**src/common/adirq_pkg.sv**
```systemverilog
package adirq_pkg;
  // register offsets
  localparam logic [7:0] ADDR_CONTROL = 8'h02;
  localparam logic [7:0] ADDR_EVENT_LATCH = 8'h03;
  localparam logic [7:0] ADDR_EVENT_MASK = 8'h05;
  localparam logic [7:0] ADDR_ID_RESISTOR_VALUE = 8'h07;
  localparam logic [7:0] ADDR_MEAS_DURATION = 8'h08;
  localparam logic [7:0] ADDR_LIVE_CONDITION = 8'h09;

  // reset values
  localparam logic [7:0] RST_EVENT_MASK = 8'h00;
  localparam logic [7:0] RST_MEAS_DURATION = 8'h00;
  localparam logic [7:0] RST_CONTROL = 8'hD1;
  localparam logic [7:0] RST_READ = 8'h00;

  // event, mask and status bit positions
  localparam int BIT_OVERCURRENT = 6;
  localparam int BIT_OVERVOLTAGE = 5;
  localparam int BIT_MIC_OVERVOLTAGE = 4;
  localparam int BIT_RESISTOR_CODE = 3;
  localparam int BIT_BUS_VALID = 2;
  localparam int BIT_CHARGE_DONE = 1;
  localparam logic [7:0] EVENT_USED = 8'h7E;

  // status-only bits
  localparam int BIT_ID_SHORTED = 7;
  localparam int BIT_ID_NOT_FLOATING = 3;
  localparam int BIT_CHARGE_ACTIVE = 1;
  localparam int BIT_DATA_CONTACT = 0;

  // control fields
  localparam int BIT_CONTACT_TIMEOUT_EN = 7;
  localparam int BIT_ID_DETECT_DISABLE = 5;
  localparam int BIT_GLOBAL_MASK = 0;
  localparam logic [7:0] CONTROL_USED = 8'hB1;

  localparam int CODE_W = 5;
  localparam int TIME_W = 4;

  // measurement timing
  localparam int CLK_HZ = 25_000_000;
  localparam int MEAS_STEP_MS = 50;
  localparam int CYCLES_PER_MS = CLK_HZ / 1000;
  localparam int MEAS_STEP_CYC = MEAS_STEP_MS * CYCLES_PER_MS;
  localparam logic [3:0] MEAS_FINE_LAST = 4'h3;
  localparam logic [3:0] MEAS_CODE_LAST = 4'hB;
  localparam logic [4:0] MEAS_COARSE_BASE = 5'h06;
  localparam logic [4:0] MEAS_COARSE_OFS = 5'h04;
endpackage

```
**src/adirq_change_det.sv**
```systemverilog
`timescale 1ns/1ps
`default_nettype none
// flags a change of a value between consecutive cycles
module adirq_change_det #(
  parameter int W = 1
) (
  input wire logic clk_sys_i,
  input wire logic reset_n_i,
  input wire logic [W-1:0] value_i,
  output logic changed_o
);
  logic [W-1:0] last;

  always_ff @(posedge clk_sys_i or negedge reset_n_i) begin
    if (!reset_n_i) begin
      last <= '0;
    end else begin
      last <= value_i;
    end
  end

  assign changed_o = (last != value_i);
endmodule
`default_nettype wire

```
**src/adirq_sync.sv**
```systemverilog
`timescale 1ns/1ps
`default_nettype none
// two-flop synchroniser for pin-side levels
module adirq_sync #(
  parameter int W = 1
) (
  input wire logic clk_sys_i,
  input wire logic reset_n_i,
  input wire logic [W-1:0] async_i,
  output logic [W-1:0] sync_o
);
  logic [W-1:0] stage1;

  always_ff @(posedge clk_sys_i or negedge reset_n_i) begin
    if (!reset_n_i) begin
      stage1 <= '0;
      sync_o <= '0;
    end else begin
      stage1 <= async_i;
      sync_o <= stage1;
    end
  end
endmodule
`default_nettype wire

```
**src/adirq_regs.sv**
```systemverilog
`timescale 1ns/1ps
`default_nettype none
// Overview of operation
// - Overcurrent flag change sets event bit 6.
// - Bus overvoltage flag change sets event bit 5.
// - Mic overvoltage flag change sets event bit 4.
// - Resistor code change sets event bit 3.
// - No resistor code event while ID detect disable is one.
// - Code going nonzero to zero (floating contact) raises the code event.
// - Charger detection completion sets event bit 1.
// - Mask bits 6..1 suppress matching interrupts; reset to zero.
// - Five-bit resistor code readable in bits 4:0, upper bits zero.
// - Timing field sets measurement time: 50..200 ms, then 300..1000 ms.
// - Status bit 7 shows Id_shorted_flag.
// - Status bit 6 shows overcurrent.
// - Status bit 5 shows bus overvoltage.
// - Status bit 4 shows mic overvoltage.
// - Status bit 3 shows resistor present on ID contact.
// - Status bit 1 shows charger detection active.
// - Status bit 0 shows data contact on last detect sequence.
// - Global mask bit in control blocks the host interrupt.
// - ID detect disable stops measuring once a resistor is found.
module adirq_regs (
  input wire logic clk_sys_i,
  input wire logic reset_n_i,
  input wire logic [7:0] reg_addr_i,
  input wire logic [7:0] reg_wdata_i,
  input wire logic reg_wr_i,
  input wire logic reg_rd_i,
  output logic [7:0] reg_rdata_o,
  input wire logic overcurrent_flag_i,
  input wire logic overvoltage_flag_i,
  input wire logic mic_overvoltage_flag_i,
  input wire logic id_shorted_flag_i,
  input wire logic bus_valid_i,
  input wire logic charge_active_i,
  input wire logic charge_done_i,
  input wire logic data_contact_detected_i,
  input wire logic [4:0] id_code_meas_i,
  output logic meas_window_o,
  output logic meas_done_o,
  output logic id_detect_disable_o,
  output logic contact_timeout_enable_o,
  output logic host_irq_o
);
  //////////////////////////////////////////////////////////////////////////////
  // pin synchronisers
  localparam int SYNC_W = 13;
  logic [SYNC_W-1:0] pin_sync;
  logic oc_s, ov_s, mov_s, short_s, bvalid_s, cact_s, cdone_s, dcd_s;
  logic [4:0] code_s;
  logic cdone_last;

  adirq_sync #(.W(SYNC_W)) u_sync (
    .clk_sys_i(clk_sys_i),
    .reset_n_i(reset_n_i),
    .async_i({overcurrent_flag_i, overvoltage_flag_i, mic_overvoltage_flag_i,
      id_shorted_flag_i, bus_valid_i, charge_active_i, charge_done_i,
      data_contact_detected_i, id_code_meas_i}),
    .sync_o(pin_sync)
  );

  assign {oc_s, ov_s, mov_s, short_s, bvalid_s, cact_s, cdone_s, dcd_s, code_s} = pin_sync;

  //////////////////////////////////////////////////////////////////////////////
  // control and software registers
  logic [7:0] control;
  logic [7:0] event_mask;
  logic [7:0] measurement_duration;
  logic [7:0] event_latch;
  logic [4:0] id_resistor_value;
  logic code_locked;

  always_ff @(posedge clk_sys_i or negedge reset_n_i) begin
    if (!reset_n_i) begin
      control <= adirq_pkg::RST_CONTROL & adirq_pkg::CONTROL_USED;
    end else if (reg_wr_i && reg_addr_i == adirq_pkg::ADDR_CONTROL) begin
      control <= reg_wdata_i & adirq_pkg::CONTROL_USED;
    end
  end

  always_ff @(posedge clk_sys_i or negedge reset_n_i) begin
    if (!reset_n_i) begin
      event_mask <= adirq_pkg::RST_EVENT_MASK;
    end else if (reg_wr_i && reg_addr_i == adirq_pkg::ADDR_EVENT_MASK) begin
      event_mask <= reg_wdata_i & adirq_pkg::EVENT_USED;
    end
  end

  always_ff @(posedge clk_sys_i or negedge reset_n_i) begin
    if (!reset_n_i) begin
      measurement_duration <= adirq_pkg::RST_MEAS_DURATION;
    end else if (reg_wr_i && reg_addr_i == adirq_pkg::ADDR_MEAS_DURATION) begin
      measurement_duration <= {4'h0, reg_wdata_i[adirq_pkg::TIME_W-1:0]};
    end
  end

  assign id_detect_disable_o = control[adirq_pkg::BIT_ID_DETECT_DISABLE];
  assign contact_timeout_enable_o = control[adirq_pkg::BIT_CONTACT_TIMEOUT_EN];

  //////////////////////////////////////////////////////////////////////////////
  // measurement timer
  logic [3:0] time_code;
  logic [4:0] steps_total;
  logic [4:0] step_cnt;
  logic [20:0] cyc_cnt;
  logic step_tick;

  assign time_code = measurement_duration[3:0];

  // codes up to 3 step by 50 ms, up to 11 by 100 ms (two 50 ms steps), codes above 11 hold at 1000 ms
  always_comb begin
    if (time_code <= adirq_pkg::MEAS_FINE_LAST) begin
      steps_total = {1'b0, time_code} + 5'h01;
    end else if (time_code <= adirq_pkg::MEAS_CODE_LAST) begin
      steps_total = adirq_pkg::MEAS_COARSE_BASE
        + 5'(({1'b0, time_code} - adirq_pkg::MEAS_COARSE_OFS) << 1);
    end else begin
      steps_total = 5'(({1'b0, adirq_pkg::MEAS_CODE_LAST} - adirq_pkg::MEAS_COARSE_OFS) << 1)
        + adirq_pkg::MEAS_COARSE_BASE;
    end
  end

  assign step_tick = (cyc_cnt == 21'(adirq_pkg::MEAS_STEP_CYC - 1));

  always_ff @(posedge clk_sys_i or negedge reset_n_i) begin
    if (!reset_n_i) begin
      cyc_cnt <= '0;
    end else if (!meas_window_o || step_tick) begin
      cyc_cnt <= '0;
    end else begin
      cyc_cnt <= cyc_cnt + 21'h000001;
    end
  end

  // window restarts on each completed measurement unless locked
  always_ff @(posedge clk_sys_i or negedge reset_n_i) begin
    if (!reset_n_i) begin
      step_cnt <= '0;
      meas_done_o <= 1'b0;
    end else begin
      meas_done_o <= 1'b0;
      if (!meas_window_o) begin
        step_cnt <= '0;
      end else if (step_tick) begin
        if (step_cnt + 5'h01 >= steps_total) begin
          step_cnt <= '0;
          meas_done_o <= 1'b1;
        end else begin
          step_cnt <= step_cnt + 5'h01;
        end
      end
    end
  end

  // a found resistor stops detection while disable is set; floating is still watched
  always_ff @(posedge clk_sys_i or negedge reset_n_i) begin
    if (!reset_n_i) begin
      code_locked <= 1'b0;
    end else if (!id_detect_disable_o || code_s == '0) begin
      code_locked <= 1'b0;
    end else if (meas_done_o && id_resistor_value != '0) begin
      code_locked <= 1'b1;
    end
  end

  assign meas_window_o = !code_locked;

  always_ff @(posedge clk_sys_i or negedge reset_n_i) begin
    if (!reset_n_i) begin
      id_resistor_value <= '0;
    end else if (code_s == '0) begin
      id_resistor_value <= '0;
    end else if (meas_done_o && !code_locked) begin
      id_resistor_value <= code_s;
    end
  end

  //////////////////////////////////////////////////////////////////////////////
  // change detection and event latch
  logic [3:0] level_chg;
  logic code_chg;
  logic [7:0] event_set;
  logic rd_latch;

  for (genvar g = 0; g < 4; g++) begin : g_chg
    adirq_change_det #(.W(1)) u_chg (
      .clk_sys_i(clk_sys_i),
      .reset_n_i(reset_n_i),
      .value_i(g == 0 ? bvalid_s : g == 1 ? mov_s : g == 2 ? ov_s : oc_s),
      .changed_o(level_chg[g])
    );
  end

  adirq_change_det #(.W(adirq_pkg::CODE_W)) u_code_chg (
    .clk_sys_i(clk_sys_i),
    .reset_n_i(reset_n_i),
    .value_i(id_resistor_value),
    .changed_o(code_chg)
  );

  always_ff @(posedge clk_sys_i or negedge reset_n_i) begin
    if (!reset_n_i) begin
      cdone_last <= 1'b0;
    end else begin
      cdone_last <= cdone_s;
    end
  end

  always_comb begin
    event_set = 8'h00;
    event_set[adirq_pkg::BIT_OVERCURRENT] = level_chg[3];
    event_set[adirq_pkg::BIT_OVERVOLTAGE] = level_chg[2];
    event_set[adirq_pkg::BIT_MIC_OVERVOLTAGE] = level_chg[1];
    event_set[adirq_pkg::BIT_RESISTOR_CODE] = code_chg && !id_detect_disable_o;
    event_set[adirq_pkg::BIT_BUS_VALID] = level_chg[0];
    event_set[adirq_pkg::BIT_CHARGE_DONE] = cdone_s && !cdone_last;
  end

  assign rd_latch = reg_rd_i && reg_addr_i == adirq_pkg::ADDR_EVENT_LATCH;

  // set wins over the read clear
  always_ff @(posedge clk_sys_i or negedge reset_n_i) begin
    if (!reset_n_i) begin
      event_latch <= 8'h00;
    end else if (rd_latch) begin
      event_latch <= event_set & adirq_pkg::EVENT_USED;
    end else begin
      event_latch <= (event_latch | event_set) & adirq_pkg::EVENT_USED;
    end
  end

  always_ff @(posedge clk_sys_i or negedge reset_n_i) begin
    if (!reset_n_i) begin
      host_irq_o <= 1'b0;
    end else begin
      host_irq_o <= |(event_latch & ~event_mask)
        && !control[adirq_pkg::BIT_GLOBAL_MASK];
    end
  end

  //////////////////////////////////////////////////////////////////////////////
  // status and read port
  logic [7:0] live_condition;
  logic [7:0] next_rdata;

  always_comb begin
    live_condition = 8'h00;
    live_condition[adirq_pkg::BIT_ID_SHORTED] = short_s;
    live_condition[adirq_pkg::BIT_OVERCURRENT] = oc_s;
    live_condition[adirq_pkg::BIT_OVERVOLTAGE] = ov_s;
    live_condition[adirq_pkg::BIT_MIC_OVERVOLTAGE] = mov_s;
    live_condition[adirq_pkg::BIT_ID_NOT_FLOATING] = (id_resistor_value != '0);
    live_condition[adirq_pkg::BIT_BUS_VALID] = bvalid_s;
    live_condition[adirq_pkg::BIT_CHARGE_ACTIVE] = cact_s;
    live_condition[adirq_pkg::BIT_DATA_CONTACT] = dcd_s;
  end

  always_comb begin
    case (reg_addr_i)
      adirq_pkg::ADDR_CONTROL: next_rdata = control;
      adirq_pkg::ADDR_EVENT_LATCH: next_rdata = event_latch;
      adirq_pkg::ADDR_EVENT_MASK: next_rdata = event_mask;
      adirq_pkg::ADDR_ID_RESISTOR_VALUE: next_rdata = {3'h0, id_resistor_value};
      adirq_pkg::ADDR_MEAS_DURATION: next_rdata = measurement_duration;
      adirq_pkg::ADDR_LIVE_CONDITION: next_rdata = live_condition;
      default: next_rdata = adirq_pkg::RST_READ;
    endcase
  end

  always_ff @(posedge clk_sys_i or negedge reset_n_i) begin
    if (!reset_n_i) begin
      reg_rdata_o <= adirq_pkg::RST_READ;
    end else if (reg_rd_i) begin
      reg_rdata_o <= next_rdata;
    end
  end
endmodule
`default_nettype wire

```
**config.mk**
```make
export PLATFORM = sky130hd
export DESIGN_NAME = adirq_regs
export DESIGN_NICKNAME = d
export VERILOG_FILES = /design/src/common/adirq_pkg.sv /design/src/adirq_change_det.sv /design/src/adirq_sync.sv /design/src/adirq_regs.sv
export SDC_FILE = /design/constraint.sdc
export NUM_CORES = 1
export LEC_CHECK = 0
export BUFFER_PORTS_ARGS = -buffer_cell sky130_fd_sc_hd__buf_4
export CAP_MARGIN = 40
export CORE_MARGIN = 2
export CORE_UTILIZATION = 62
export CTS_CLUSTER_SIZE = 12
export DETAILED_ROUTE_END_ITERATION = 10
export PLACE_DENSITY = 0.83
export SYNTH_ARGS = -nofsm -noshare
export SYNTH_HDL_FRONTEND = slang
export SYNTH_SLANG_ARGS = --single-unit
```
**constraint.sdc**
```tcl
create_clock -name clk_sys_i -period 5.36 [get_ports clk_sys_i]
set_input_delay 0.536 -clock clk_sys_i [delete_from_list [all_inputs] [get_ports clk_sys_i]]
set_output_delay 0.536 -clock clk_sys_i [all_outputs]
set_load 0.02 [all_outputs]
```
* Word level (Yosys, flattened, before mapping)
Cells that the tools add are included.
** Storage, ports and cells
- Register bits :: 99
- Input port bits :: 33
- Output and inout bits :: 13
- Word-level logic and storage cells :: 78
** Operators by class
- Add/sub/neg operators :: 5
- Order comparisons :: 3
- Equality and inequality tests :: 12
- Mux-type cells :: 15
- Bitwise logic cells :: 3
- Reductions and logical operators :: 21
** Operators with widths (number)
- $pmux 8 s6 :: 1
- $mux 5 :: 7
- $add 21x1->21 const B :: 1
- $eq 21x21->1 const B :: 1
- $mux 21 :: 1
- $eq 8x2->1 const B :: 2
- $eq 8x3->1 const B :: 2
- $eq 8x4->1 const B :: 2
- $logic_and 1x1->1 :: 9
- $and 7x8->8 :: 1
- $not 7->8 :: 1
- $reduce_or 8->1 :: 1
- $mux 7 :: 1
- $or 7x7->7 :: 1
- $reduce_bool 2->1 :: 3
- $add 3x5->5 const A :: 1
- $add 4x1->5 const B :: 1
- $add 5x1->5 const B :: 1
- $ge 5x5->1 :: 1
- $logic_not 5->1 :: 1
- $mux 1 :: 5
- $ne 5x5->1 :: 1
- $reduce_bool 5->1 :: 1
- $le 4x2->1 const B :: 1
- 5 further kinds :: 12

* Logic depth before layout (Yosys ltp)
- Depth after elaboration :: 8
- Gate-level depth with buffers :: 11
- Gate-level depth less buffers :: 10

* By module
From an unflattened synthesis, not the netlist that was laid out.
** Unflattened totals
- Cells, all modules :: 388
- Area, all modules :: 4453.0 µm²
** Modules (own cells, without submodules)
- adirq_regs :: instances 1, cells an instance 342, area an instance 3488.3 µm², seq. area each 1580.3 µm²
- adirq_sync :: instances 1, cells an instance 26, area an instance 650.6 µm², seq. area each 650.6 µm²
- adirq_change_det (u_code_chg) :: instances 1, cells an instance 12, area an instance 178.9 µm², seq. area each 125.1 µm²
- adirq_change_det (g_chg[0].u_chg ...) :: instances 4, cells an instance 2, area an instance 33.8 µm², seq. area each 25.0 µm²

* Worst setup path before layout
Ideal clock, no wire load.
- Path type :: reg-to-reg
- Start :: register measurement_duration[2]
- End :: register step_cnt[2]
- Setup time :: 0.104 ns
- Arrival :: 2.513 ns
- Required time :: 5.256 ns
- Slack :: 2.744 ns
- Cell stages (with the launch flop) :: 12
- Buffers on the path :: 2
- Clock period less this slack :: 2.616 ns
- Path through :: dfrtp_1 > clkbuf_1 > inv_1 > ha_1 > clkbuf_1 > nor3_1 > a21oi_1 > ha_1 > o211ai_1 > o21ai_0 > a2111o_1 > o311ai_1
** On the way
- Word-level cells in the longest chain between the ends :: 8
- Elaborated cells on any way between the ends :: 11
- Classes of those cells :: add/sub: 3; order compare: 3; mux: 5
** RTL lines
- start: declaration :: RTL line adirq_regs.sv:69 : logic [7:0] measurement_duration;
- start signal: assignment :: RTL line adirq_regs.sv:92 : measurement_duration <= adirq_pkg::RST_MEAS_DURATION;
- start signal: assignment :: RTL line adirq_regs.sv:94 : measurement_duration <= {4'h0, reg_wdata_i[adirq_pkg::TIME_W-1:0]};
- $sub 4x3->4 :: RTL line adirq_regs.sv:117 : + 5'(({1'b0, time_code} - adirq_pkg::MEAS_COARSE_OFS) << 1);
- $add 3x5->5 :: RTL line adirq_regs.sv:117
- $mux 5 :: RTL line adirq_regs.sv:115 : end else if (time_code <= adirq_pkg::MEAS_CODE_LAST) begin
- $mux 5 * :: RTL line adirq_regs.sv:113 : if (time_code <= adirq_pkg::MEAS_FINE_LAST) begin
- $ge 5x5->1 * :: RTL line adirq_regs.sv:146 : if (step_cnt + 5'h01 >= steps_total) begin
- $mux 5 * :: RTL line adirq_regs.sv:146
- $mux 5 * :: RTL line adirq_regs.sv:145 : end else if (step_tick) begin
- $mux 5 * :: RTL line adirq_regs.sv:143 : if (!meas_window_o) begin
- end signal: assignment :: RTL line adirq_regs.sv:150 : step_cnt <= step_cnt + 5'h01;
- end: declaration :: RTL line adirq_regs.sv:105 : logic [4:0] step_cnt;
Mark *: on every way between the ends. The rest lies on a longest branch, timed or not. The select of a mux whose other input is x is not followed.
A chain may end at the register's enable or synchronous reset.

* Final worst setup path
- Start :: register measurement_duration[2]
- End :: register step_cnt[4]
The elaborated chain is that of the path after synthesis.

==> results_dict.tcl <==
set metrics [dict create \
    layout.cells.non_filler 524 \
    cts.htree.levels 3 \
    power.leakage_nw 2.25 \
    cts.sinks 98 \
    startpoint_type "flip-flop" \
    wire_per_inst_um 17.0 \
    path_class "flip-flop to flip-flop" \
    cts_max_path_buffers 2 \
    post-place-cells 508 \
    min_path_type "input pin to async pin" \
    final_nets 468 \
    num_antenna_cells 0 \
    io_buffers 45 \
    use_met3 0.0634 \
    hpwl_mm 6.26 \
    ff2ff_path_depth 9 \
    detail-route-antenna-nets 0 \
    report.final.slew_viol_count 0 \
    swShare 0.274 \
    dieArea_sq_um 7830 \
    cp_common_cell "ha_1" \
    skew_ns 0.0113 \
    seqPwrFrac 0.569 \
    ir_drop_mv 0.256 \
    drt-initial-drc-count 169 \
    fillers 484 \
    power_switching_w 0.000381 \
    syn_to_final_growth_pct 13.8 \
    die_h_um 88.5 \
    fp.dieW_um 88.5 \
    critical_path.startpoint "measurement_duration[2]" \
    use_met2 0.390 \
    grtUsageTotal 0.248 \
    slowest_stage "o21ai_0" \
    mostFrequentLayoutCell "dfrtp_1" \
    fin_util 0.737 \
    final_cell_mix "95 x dfrtp_1, 46 x buf_4, 22 x inv_1" \
    fin_ws_ns 2.62 \
    synthFlopType "dfrtp_1" \
    finalHoldViolations 0 \
    path_clk_slew_ns 0.10 \
    clkPwrFrac 0.344 \
    combPwrFrac 0.088 \
    finalCritPeriodShare 0.511 \
    cts_resized 0 \
    rows 30 \
    cp.required_ns 5.63 \
    ys_warn_count 0 \
    tns_ns 0 \
    gp_congestion 0.842 \
    status "finished clean" \
    power_density_nw_per_um2 276 \
    drtPass1Iterations 4 \
    post-cts-setup-buffer-count 0 \
    antenna_found_initial 0 \
    synth_area_sq_um 4420 \
    drive_gt1_frac 0.213 \
    grt_overflow 0 \
    grt_pass1_wl_mm 14.7 \
    ys_seq_area_frac 0.555 \
    io_pins 46 \
    cp-end-kind "flip-flop" \
    reg2reg_to "step_cnt[4]" \
    p_int_w 0.00101 \
    synth.distinct_cells 62 \
    max_freq_mhz 365 \
    ys_seq_elements 98 \
    holdBufCountCts 0 \
    synthArstFlopShare 1.00 \
    critPathTopFamily "compound AO/OA/AOI/OAI gates" \
    wl_mm 8.92 \
    tritoncts "yes" \
    avgViaCountPerCell 5.91 \
    max_slew_margin 0.470 \
    syn_nets 424 \
    worstPathMaxFanout 9 \
    start_util 0.648 \
    cts_made_buffers 9 \
    root_buffer "clkbuf_8" \
    arrival_ns 3.01 \
    critPathMaxStageDelay_ns 0.56 \
    synth_edf_count 0 \
    maxCapViolations 0 \
    grt-busiest-layer "met2" \
    synth_cells 379 \
    core-area_sq_um 6830 \
    insertion_delay_ns 0.38 \
    regToRegStartpoint "measurement_duration[2]" \
    seq_area_sq_um 2460 \
    rsz0062_at_grt "no" \
    min_period_ns 2.74 \
    avgSynthCellArea_sq_um 11.7 \
    grt_pass1_vias 3010 \
    finalSetupViolCount 0 \
    crit_chain "inv_1 > ha_1 > nor3_1 > a21oi_1 > ha_1 > o211ai_1 > o21ai_0 > a2111oi_4 > a32o_1" \
    vias 3095 \
    cp_num_buf_inv 1 \
    grtUsageMet1 0.343 \
    drt_drc_violations_left 0 \
    worst_pin_slew_ns 0.795 \
    grt_max_degree 61 \
    place_ws_ns 2.67 \
    r2r_slack_ns 2.62 \
    multiInputGateArea_sq_um 1820 \
]
[final cells by class]
class / instances / area share
sequential: 98 / 0.488
multi-input combinational: 245 / 0.362
timing repair buffer: 46 / 0.0686
clock buffer: 9 / 0.0246
clock inverter: 7 / 0.0157
inverter: 23 / 0.0171
tap: 96 / 0.0239
[sequential cells by signal, summed over array words and instances, names as in the netlist]
signal,cells
event_latch,6
host_irq_o,1
event_mask,6
u_sync.sync_o,13
cyc_cnt,21
code_locked,1
u_sync.stage1,13
step_cnt,5
meas_done_o,1
control,4
u_code_chg.last,5
reg_rdata_o,8
id_resistor_value,5
measurement_duration,4
g_chg.u_chg.last,4
cdone_last,1
[metal layers]
| layer | vias to the layer above | part of all wire |
|---|---|---|
| met2 | 93 | 0.48 |
| met4 | 0 | 0.018 |
| met5 | - | 0 |
| li1 | 1452 | - |
| met1 | 1534 | 0.45 |
| met3 | 16 | 0.052 |
[cells by family (layout without fill, tap and decap cells)]
kind of cell | after synthesis | after routing | synth area share
xor gates and xnor gates | 26 | 26 | 0.0515
muxes | 26 | 26 | 0.0676
and+or+nand+nor | 106 | 106 | 0.140
buffers and inverters | 36 | 85 | 0.0325
DFF | 98 | 98 | 0.555
AOI/OAI and AO/OA | 75 | 75 | 0.119
adders and majority gates | 12 | 12 | 0.0339
[cells in the mapped netlist (all sizes together) (2+ instances only)]
library cell	number	area (sq um)
nand4	8	56.3
nor2b	8	50.1
ha	12	150
and3b	2	17.5
a22oi	3	22.5
a32o	3	30.0
or4	6	45.0
nand3	13	65.1
inv	22	82.6
or2	2	12.5
dfrtp	95	2380
or3	6	37.5
xor2	14	123
a21oi	19	95.1
nand2	15	56.3
o32ai	2	17.5
buf	5	26.3
mux2	19	229
a21o	4	30.0
o211ai	2	15.0
nor4b	2	17.5
and3	5	31.3
o22ai	9	56.3
xnor2	12	105
clkbuf	8	31.3
and4	2	17.5
nor3	5	25.0
nand2b	5	31.3
o31ai	5	37.5
nor3b	3	22.5
dfstp	3	78.8
and2	2	12.5
mux2i	7	70.1
nor2	17	63.8
a2bb2oi	2	17.5
nor4	2	27.5
a22o	2	17.5
o21ai	12	63.8
[how the worst max path moves through the flow]
stage	endpoint	slack (ns)	depth (start not counted)
final	step_cnt[4]	2.62	9
after global routing	step_cnt[2]	2.42	9
after CTS	step_cnt[2]	2.64	9
after detailed placement	step_cnt[2]	2.67	9
after global placement	step_cnt[4]	2.83	9
after floorplan	step_cnt[2]	2.74	11
[power groups by stage]
stage,Sequential (W),Clock (W),Combinational [W]
final,0.000791,0.000478,0.000122
after global routing,0.000795,0.000514,0.000136
after CTS,0.000791,0.000486,0.000123
after detailed placement,0.000806,0,0.000121
after global placement,0.000803,0,0.000116
after floorplan,0.000799,0,0.0000701
[stage by stage]
stage               power, W  hold slack (ns)  area [sq um]
floorplan           0.000869            0.240          4420
global placement    0.000919            0.331          4830
detailed placement  0.000927            0.335          4830
CTS                  0.00140            0.134          5030
global route         0.00145            0.152          5030
finish               0.00139            0.119          5030
No activity file was read; power rests on OpenSTA's default activity.
